File: src/rtl/fupc_regs.vh
// Purpose: register addresses, command codes and timing for the flash guard
// Assumes: 12-bit register file addresses, 8-bit data
// Notes:   timing figures are in microseconds, scaled by the kHz value
`ifndef FUPC_REGS_VH
`define FUPC_REGS_VH

`define FUPC_ADDR_CMD        12'hFF8
`define FUPC_ADDR_PAGESEL    12'hFF9
`define FUPC_ADDR_KHZ_HI     12'hFFA
`define FUPC_ADDR_KHZ_LO     12'hFFB

`define FUPC_CMD_UNLOCK1     8'h73
`define FUPC_CMD_UNLOCK2     8'h8C
`define FUPC_CMD_PAGE_ERASE  8'h95
`define FUPC_CMD_MASS_ERASE  8'h63
`define FUPC_CMD_SECT_SEL    8'h5E
`define FUPC_CMD_RESET       8'h00

`define FUPC_PAGE_BYTES      512
`define FUPC_ROW_BYTES       64
`define FUPC_OPT_BYTES       2
`define FUPC_INFO_BASE       16'hFE00
`define FUPC_INFO_LAST       16'hFFFF
`define FUPC_FILL_ERASED     8'hFF

`define FUPC_SECTOR_RESET    8'h00

`define FUPC_T_PROG_US       32'd40
`define FUPC_T_ERASE_US      32'd10000
`define FUPC_T_MASS_US       32'd20000

`define FUPC_ST_LOCKED       3'h0
`define FUPC_ST_UNLOCK1      3'h1
`define FUPC_ST_UNLOCK2      3'h2
`define FUPC_ST_ACTIVE       3'h3
`define FUPC_ST_BUSY         3'h4
`define FUPC_ST_MASS_OK      3'h5

`endif

File: src/rtl/fupc_flash_guard.v
// Purpose: flash unlock sequencer, protection checks and operation timing
// Assumes: register file writes arrive as one-cycle strobes on clk_sys;
//          flash cell array lives outside and follows flashProg/flashErase
// Notes:   the flash array itself, the status layout and bypass mode are out
`timescale 1ns/1ps
`default_nettype none
`include "fupc_regs.vh"
module fupc_flash_guard #(
    parameter MEM_KB      = 8,
    parameter ADDR_BITS   = 13,
    parameter PROG_US     = `FUPC_T_PROG_US,
    parameter ERASE_US    = `FUPC_T_ERASE_US,
    parameter MASS_US     = `FUPC_T_MASS_US
) (
    // clock and reset
    input  wire                 clk_sys,
    input  wire                 rst,
    // register file port
    input  wire                 regWrite,
    input  wire                 regRead,
    input  wire [11:0]          regAddr,
    input  wire [7:0]           regWdata,
    input  wire                 regFromDebug,
    output reg  [7:0]           regRdata,
    // option bits, sampled from the option bytes
    input  wire                 readout_guard_option,
    input  wire                 program_guard_option,
    // byte program request (flash address space)
    input  wire                 progReq,
    input  wire [15:0]          progAddr,
    input  wire [7:0]           progData,
    input  wire [7:0]           progOldData,
    input  wire                 progFromDebug,
    // flash read request from the debug interface
    input  wire                 dbgReadReq,
    input  wire [15:0]          dbgReadAddr,
    output reg                  dbgReadDeny,
    // flash array control
    output reg                  flashProg,
    output reg                  flashErase,
    output reg                  flashMass,
    output reg  [15:0]          flashAddr,
    output reg  [7:0]           flashData,
    output reg                  progRefused,
    // cpu and status
    output reg                  cpuStall,
    output reg                  ctrlUnlocked,
    output reg  [7:0]           sector_write_lock
);
    localparam MEM_BYTES  = MEM_KB * 1024;
    localparam SECT_RAW   = MEM_BYTES / 8;
    // sector never smaller than a page
    localparam SECT_BYTES = (SECT_RAW < `FUPC_PAGE_BYTES) ?
                            `FUPC_PAGE_BYTES : SECT_RAW;
    localparam PAGE_SH    = 9;
    localparam SECT_SH    = (SECT_BYTES == 1024) ? 10 : 9;

    reg  [2:0]  state;
    reg  [2:0]  next_state;
    reg  [7:0]  pageSel;
    reg  [7:0]  activePage;
    reg         sectSelect;
    reg  [15:0] khzValue;
    reg         pageIsActive;
    reg         next_pageIsActive;
    reg  [15:0] loadUs;
    reg         opStart;
    reg         busyMass;

    wire        usTick;
    wire        opRunning;
    wire        opDone;

    wire cmdWrite  = regWrite && (regAddr == `FUPC_ADDR_CMD);
    wire pageWrite = regWrite && (regAddr == `FUPC_ADDR_PAGESEL);

    // sector index of a page, then its lock bit
    wire [2:0] actSector = (SECT_SH == 10) ? activePage[3:1] : activePage[2:0];
    wire       actLocked = sector_write_lock[actSector];
    wire [2:0] progSector = progAddr[SECT_SH+2 -: 3];
    wire       progInMem  = (progAddr < MEM_BYTES);
    wire       progIsOpt  = (progAddr < `FUPC_OPT_BYTES);
    wire       progIsInfo = (progAddr >= `FUPC_INFO_BASE);

    // cpu byte writes: page, guard and sector checks; debugger skips them
    wire progInPage = (progAddr[15:PAGE_SH] == {1'b0, activePage[6:0]});
    wire progRefusedNow = progFromDebug ? !progInMem :
        (!program_guard_option || sector_write_lock[progSector] ||
         !progInPage || !progInMem || progIsInfo);

    fupc_tick_gen u_tick (
        .clk_sys  (clk_sys),
        .rst      (rst),
        .run      (opRunning),
        .khzValue (khzValue),
        .usTick   (usTick)
    );

    fupc_op_timer #(.WIDTH(16)) u_timer (
        .clk_sys (clk_sys),
        .rst     (rst),
        .start   (opStart),
        .loadUs  (loadUs),
        .usTick  (usTick),
        .running (opRunning),
        .done    (opDone)
    );

    // sequencer
    always @* begin
        next_state        = state;
        next_pageIsActive = pageIsActive;
        opStart           = 1'b0;
        loadUs            = PROG_US[15:0];
        if (state == `FUPC_ST_BUSY) begin
            if (opDone) begin
                next_state        = flashProg ? `FUPC_ST_ACTIVE
                                              : `FUPC_ST_LOCKED;
                next_pageIsActive = flashProg;
            end
        end else if (cmdWrite) begin
            next_state        = `FUPC_ST_LOCKED;
            next_pageIsActive = 1'b0;
            case (state)
                `FUPC_ST_LOCKED: begin
                    if (regWdata == `FUPC_CMD_UNLOCK1)
                        next_state = `FUPC_ST_UNLOCK1;
                end
                `FUPC_ST_UNLOCK1: begin
                    if (regWdata == `FUPC_CMD_UNLOCK2)
                        next_state = regFromDebug ? `FUPC_ST_MASS_OK
                                                  : `FUPC_ST_UNLOCK2;
                end
                `FUPC_ST_ACTIVE, `FUPC_ST_MASS_OK: begin
                    if (regWdata == `FUPC_CMD_PAGE_ERASE && pageIsActive &&
                        (regFromDebug ||
                         (program_guard_option && !actLocked))) begin
                        next_state = `FUPC_ST_BUSY;
                        opStart    = 1'b1;
                        loadUs     = ERASE_US[15:0];
                    end else if (regWdata == `FUPC_CMD_MASS_ERASE &&
                                 regFromDebug) begin
                        next_state = `FUPC_ST_BUSY;
                        opStart    = 1'b1;
                        loadUs     = MASS_US[15:0];
                    end
                end
                default: next_state = `FUPC_ST_LOCKED;
            endcase
        end else if (pageWrite && !sectSelect) begin
            if (state == `FUPC_ST_UNLOCK2) begin
                // second page write must match the first
                next_pageIsActive = (regWdata == pageSel);
                next_state = (regWdata == pageSel) ? `FUPC_ST_ACTIVE
                                                   : `FUPC_ST_LOCKED;
            end else if (state == `FUPC_ST_MASS_OK) begin
                next_pageIsActive = 1'b1;
            end
        end else if (progReq && state == `FUPC_ST_ACTIVE &&
                     !progRefusedNow) begin
            next_state = `FUPC_ST_BUSY;
            opStart    = 1'b1;
            loadUs     = PROG_US[15:0];
        end else if (progReq && state == `FUPC_ST_MASS_OK &&
                     progFromDebug && progInMem) begin
            next_state = `FUPC_ST_BUSY;
            opStart    = 1'b1;
            loadUs     = PROG_US[15:0];
        end
    end

    always @(posedge clk_sys or posedge rst) begin
        if (rst) begin
            state             <= `FUPC_ST_LOCKED;
            pageIsActive      <= 1'b0;
            pageSel           <= 8'h00;
            activePage        <= 8'h00;
            sectSelect        <= 1'b0;
            khzValue          <= 16'h0000;
            sector_write_lock <= `FUPC_SECTOR_RESET;
            flashProg         <= 1'b0;
            flashErase        <= 1'b0;
            flashMass         <= 1'b0;
            flashAddr         <= 16'h0000;
            flashData         <= 8'h00;
            progRefused       <= 1'b0;
            cpuStall          <= 1'b0;
            ctrlUnlocked      <= 1'b0;
            regRdata          <= 8'h00;
            dbgReadDeny       <= 1'b0;
            busyMass          <= 1'b0;
        end else begin
            state        <= next_state;
            pageIsActive <= next_pageIsActive;
            ctrlUnlocked <= (next_state != `FUPC_ST_LOCKED);
            cpuStall     <= (next_state == `FUPC_ST_BUSY);
            if (cmdWrite && state != `FUPC_ST_BUSY)
                sectSelect <= (regWdata == `FUPC_CMD_SECT_SEL);
            if (pageWrite && sectSelect) begin
                if (regFromDebug)
                    sector_write_lock <= regWdata;
                else
                    sector_write_lock <= sector_write_lock | regWdata;
            end else if (pageWrite && (state == `FUPC_ST_LOCKED ||
                         state == `FUPC_ST_UNLOCK2 || regFromDebug)) begin
                pageSel <= regWdata;
            end
            if (pageWrite && !sectSelect && next_pageIsActive &&
                state != `FUPC_ST_ACTIVE)
                activePage <= regWdata;
            if (regWrite && regAddr == `FUPC_ADDR_KHZ_HI)
                khzValue[15:8] <= regWdata;
            if (regWrite && regAddr == `FUPC_ADDR_KHZ_LO)
                khzValue[7:0] <= regWdata;
            if (regRead) begin
                case (regAddr)
                    `FUPC_ADDR_CMD:     regRdata <= {5'h00, state};
                    `FUPC_ADDR_PAGESEL: regRdata <= sectSelect ?
                                        sector_write_lock : pageSel;
                    `FUPC_ADDR_KHZ_HI:  regRdata <= khzValue[15:8];
                    `FUPC_ADDR_KHZ_LO:  regRdata <= khzValue[7:0];
                    default:            regRdata <= 8'h00;
                endcase
            end
            // user code hidden from the debugger when read guard is set
            dbgReadDeny <= dbgReadReq && readout_guard_option &&
                           (dbgReadAddr < MEM_BYTES);
            progRefused <= progReq &&
                           !(state == `FUPC_ST_ACTIVE && !progRefusedNow) &&
                           !(state == `FUPC_ST_MASS_OK && progFromDebug &&
                             progInMem);
            if (opStart) begin
                busyMass   <= (loadUs == MASS_US[15:0]);
                flashErase <= (loadUs != PROG_US[15:0]);
                flashMass  <= (loadUs == MASS_US[15:0]);
                flashProg  <= (loadUs == PROG_US[15:0]);
                flashAddr  <= (loadUs == PROG_US[15:0]) ? progAddr :
                              {activePage[6:0], 9'h000};
                // programming can only clear bits
                flashData  <= (loadUs == PROG_US[15:0]) ?
                              (progData & progOldData) : `FUPC_FILL_ERASED;
            end else if (opDone) begin
                flashProg  <= 1'b0;
                flashErase <= 1'b0;
                flashMass  <= 1'b0;
                busyMass   <= 1'b0;
            end
        end
    end
endmodule
`default_nettype wire

File: src/rtl/fupc_tick_gen.v
// Purpose: one-cycle pulse every microsecond from the kHz frequency value
// Assumes: khzValue holds the system clock in kHz
// Notes:   a fractional accumulator keeps long-term accuracy
`timescale 1ns/1ps
`default_nettype none
module fupc_tick_gen (
    // clock and reset
    input  wire        clk_sys,
    input  wire        rst,
    // control
    input  wire        run,
    input  wire [15:0] khzValue,
    // tick
    output reg         usTick
);
    // each cycle adds 1000 ns-milli units; a tick each khz*... in milli-us
    reg  [25:0] acc;
    wire [25:0] sum    = acc + 26'd1000;
    wire [25:0] period = {10'h000, khzValue};

    always @(posedge clk_sys or posedge rst) begin
        if (rst) begin
            acc    <= 26'h0000000;
            usTick <= 1'b0;
        end else if (!run) begin
            acc    <= 26'h0000000;
            usTick <= 1'b0;
        end else if (sum >= period) begin
            acc    <= sum - period;
            usTick <= 1'b1;
        end else begin
            acc    <= sum;
            usTick <= 1'b0;
        end
    end
endmodule
`default_nettype wire

File: src/rtl/fupc_op_timer.v
// Purpose: counts microsecond ticks for one program or erase pulse
// Assumes: start is a one-cycle pulse, usTick from the tick generator
// Notes:   done pulses once when the loaded count runs out
`timescale 1ns/1ps
`default_nettype none
module fupc_op_timer #(
    parameter WIDTH = 16
) (
    // clock and reset
    input  wire             clk_sys,
    input  wire             rst,
    // control
    input  wire             start,
    input  wire [WIDTH-1:0] loadUs,
    input  wire             usTick,
    // status
    output reg              running,
    output reg              done
);
    reg [WIDTH-1:0] remain;

    always @(posedge clk_sys or posedge rst) begin
        if (rst) begin
            remain  <= {WIDTH{1'b0}};
            running <= 1'b0;
            done    <= 1'b0;
        end else begin
            done <= 1'b0;
            if (start) begin
                remain  <= loadUs;
                running <= 1'b1;
            end else if (running && usTick) begin
                if (remain <= {{(WIDTH-1){1'b0}}, 1'b1}) begin
                    running <= 1'b0;
                    done    <= 1'b1;
                end
                remain <= remain - {{(WIDTH-1){1'b0}}, 1'b1};
            end
        end
    end
endmodule
`default_nettype wire

File: config.mk
export PLATFORM = sky130hd
export DESIGN_NAME = fupc_flash_guard
export DESIGN_NICKNAME = d
export VERILOG_FILES = /design/src/rtl/fupc_flash_guard.v /design/src/rtl/fupc_tick_gen.v /design/src/rtl/fupc_op_timer.v
export VERILOG_INCLUDE_DIRS = /design/src /design/src/rtl
export SDC_FILE = /design/constraint.sdc
export NUM_CORES = 1
export LEC_CHECK = 0
export ABC_AREA = 1
export BUFFER_PORTS_ARGS = -buffer_cell sky130_fd_sc_hd__buf_4
export CORE_ASPECT_RATIO = 0.6
export CORE_MARGIN = 5
export CORE_UTILIZATION = 25
export CTS_BUF_LIST = sky130_fd_sc_hd__clkbuf_4
export CTS_CLUSTER_SIZE = 12
export DETAILED_ROUTE_END_ITERATION = 8
export HOLD_SLACK_MARGIN = 0.15
export MAX_ROUTING_LAYER = met4
export REMOVE_ABC_BUFFERS = 1
export SYNTH_ARGS = -nofsm -noshare
export SYNTH_HDL_FRONTEND = slang
export SYNTH_SLANG_ARGS = --single-unit
File: constraint.sdc
create_clock -name clk_sys -period 4.33 [get_ports clk_sys]
set_input_delay 0.433 -clock clk_sys [delete_from_list [all_inputs] [get_ports clk_sys]]
set_output_delay 0.433 -clock clk_sys [all_outputs]
set_load 0.01 [all_outputs]
==> out/summary.txt <==
status: complete, no violations
GR Util met3: 0.0482
sequential area share after synthesis: 0.380
Simple-Gate Fraction of Synth Area: 0.337
die height: 152 um
Remaining DRCs: 0
worst-case clock buffer depth: 2
Setup TNS: 0 ns
M1 GR Usage: 0.245
CP endpoint kind: flop
pwr dens: 351 nW/um^2
H-Tree Depth: 4
Total GRT Usage: 0.153
Slew HR: 0.531
clk sinks: 128
global route overflow: 0
Max Cap Viol: 0
Setup Buffers After CTS: 0
number of global-route vias before repair: 7,640
met2 GRT Util: 0.185
nets@finish: 1,395
Worst Path Arrival: 4.22 ns
part of the power in the clock network: 0.225
main combinational cell family by area after synthesis: simple AND/OR/NAND/NOR gates
Most used DFF post-synth: dfrtp_1
PortBufs: 111
mux cell area share after synthesis: 0.00639
initial antenna violation count: 1
Clock Skews: 0.0263 ns
Post-Place Setup Slack: 0.762 ns
Slew Limit Fails: 0
CTS clk-pin slew, worst paths: 0.13 ns
Setup violations, final: 0
Die Wd: 247 um
placed cell count: 1,704
full die area: 37,600 sq um
CTS tree: yes
Final Non-Filler Cells: 1,769
required time of the critical path: 4.83 ns
routability cong.: 0.913
post-route ant nets: 0
post-synthesis async set-or-reset flop share: 1.00
Synth Warn #: 0
Root Buffer: clkbuf_4
mapped cell area: 8420 sq um
Initial Util: 0.251
HPWL after detailed placement: 22,200 um
Core Region: 33,500 sq um
first-pass GRT wire length: 44,100 um
post-synthesis compound-gate area fraction: 0.119
Final Power: 0.00363 W
Slew @ Worst Pin: 0.698 ns
1st-pass router iterations: 5
minimum clock period: 3.71 ns
Area growth syn-to-layout: 23.0%
Vias/cell: 4.73
crit path max fanout: 16
Pint: 0.00211 W
Synth Area in Adders: 0.0306
post-synth cell types: 52
WS Path Type: reg -> reg
P_sw: 0.00152 W
largest net degree at the start of global routing: 60
Lkg Pwr: 5.19 nW
combinational share of power: 0.421
post-CTS sizing: 0
syn avg cell area: 7.34 sq um
top-count cell post-synth: nand2_1
global routing's busiest layer: met1
routed vias: 8,360
final worst-path cycle share: 0.857
highest clock rate: 269 MHz
count of flip-flops with a built-in enable after synthesis: 0
Syn Inst Count: 1,148
cell accounting for the most synthesized area: dfrtp_1
class of the worst hold path: in -> reg
Max IR drop VDD: 0.160 mV
unrepaired setup endpoints after global routing: no
clock latency on the worst-skew pair: 0.60 ns
CP Launch Type: flop
DRT iter0 DRCs: 992
routed len/inst: 15.8 um
synth cell count leaders: 289 x nand2_1, 146 x inv_1, 128 x dfrtp_1
Num CTS Buffers: 17
WL final: 28,000 um
Final Hold Viols: 0
number of core rows: 52
Top Ports: 125
top post-synthesis cells by area: dfrtp_1 38%, nand2_1 13%, inv_1 6.5%
share of the synthesized area in the top cell type: 0.380
sequential power share: 0.354
layout cell share with drive strength beyond 1: 0.168
Sw Ratio: 0.418
Post-Synth XOR/XNOR Area: 0.0468
Yosys reg bits: 128
Final WS setup: 0.619 ns
power by group through the flow:
stage	Sequential [W]	Combinational, W	Clock [W]
finish	0.00129	0.00153	0.000817
global route	0.00129	0.00169	0.000899
CTS	0.00128	0.00150	0.000842
detailed placement	0.00131	0.00148	0
global placement	0.00131	0.00147	0
floorplan	0.00130	0.00110	0
cells in the final DEF (no fill, tap or decap), drive strengths merged, types with 22 or more instances in the layout:
| cell | n |
|---|---|
| dlygate4sd3 | 33 |
| dfrtp | 128 |
| nor2 | 122 |
| a21oi | 50 |
| xor2 | 25 |
| nand3 | 93 |
| o22ai | 22 |
| nand4 | 32 |
| nor3 | 23 |
| nand2 | 317 |
| inv | 148 |
| buf | 117 |
| o21ai | 83 |
final cells by class:
cell class / instances / area (sq um)
antenna: 1 / 2.50
fill: 3612 / 23100
clock inverter: 12 / 120
multi-input combinational: 851 / 4540
clock buffer: 19 / 143
inverter: 149 / 567
timing repair buffer: 150 / 1210
tap: 459 / 574
sequential: 128 / 3200
through the flow:
step / hold slack [ns] / util / cell area [sq um]
5_1_grt: 0.195 / 0.309 / 10400
2_1_floorplan: 0.453 / - / 8310
3_3_place_gp: 0.459 / 0.291 / 9760
4_1_cts: 0.167 / 0.309 / 10400
3_5_place_dp: 0.465 / 0.291 / 9760
6_report: 0.222 / 0.309 / 10400
state kept, by name, summed over array words and instances, names as in the netlist, 3 cells and up:
signal and flops:
regRdata 8, khzValue 16, pageSel 8, activePage 7, flashData 8, flashAddr 16, u_timer.remain 16, sector_write_lock 8
u_tick.acc 26, state 3
worst paths after layout:
check / start / endpoint / slack [ns] / cells past startpoint
setup reg to reg: u_tick.acc[3] / u_tick.acc[8] / 0.62 / 20
min in group asynchronous: rst / u_timer.remain[5] / 0.44 / 3
max in group asynchronous: rst / regRdata[0] / 2.89 / 4
setup / recovery: u_tick.acc[3] / u_tick.acc[8] / 0.62 / 20
hold reg to reg: flashMass / flashMass / 0.50 / 2
hold / removal: regWdata[5] / sectSelect / 0.22 / 4
routing by layer:
metal | up-vias | wire length (um)
li1 | 4060 | -
met1 | 3947 | 14500
met2 | 335 | 10400
met3 | 18 | 2870
met4 | 0 | 206
met5 | - | 0
cell families after synthesis:
kind of cell    Yosys count
buf+inv                 169
compound gates          170
simple gates            611
flops                   128
mux                       5
xor+xnor                 45
fa+ha+maj                20
worst max-delay path, stage by stage (launching register included):
cell and delay (ns):
dfrtp_1 0.48, ha_1 0.28, inv_1 0.11, nand2_1 0.13
nand2_1 0.10, nand2_1 0.10, xnor2_1 0.27, inv_1 0.10
ha_1 0.36, nand2_1 0.12, inv_1 0.11, nand2_1 0.08
nor3_1 0.13, nand2_1 0.09, a21oi_1 0.26, nor2_4 0.08
nand2_2 0.11, nor2_4 0.04, nand2_4 0.19, nand2_4 0.23
o22ai_2 0.24
repair_timing:
| action | 4_1_cts | 5_1_grt |
|---|---|---|
| endpoints found under the hold margin | 85 | 0 |
| endpoints found under the setup margin | 0 | 0 |
| hold buffers | 33 | 0 |
Note: power is estimated with default switching activity, not from simulation.
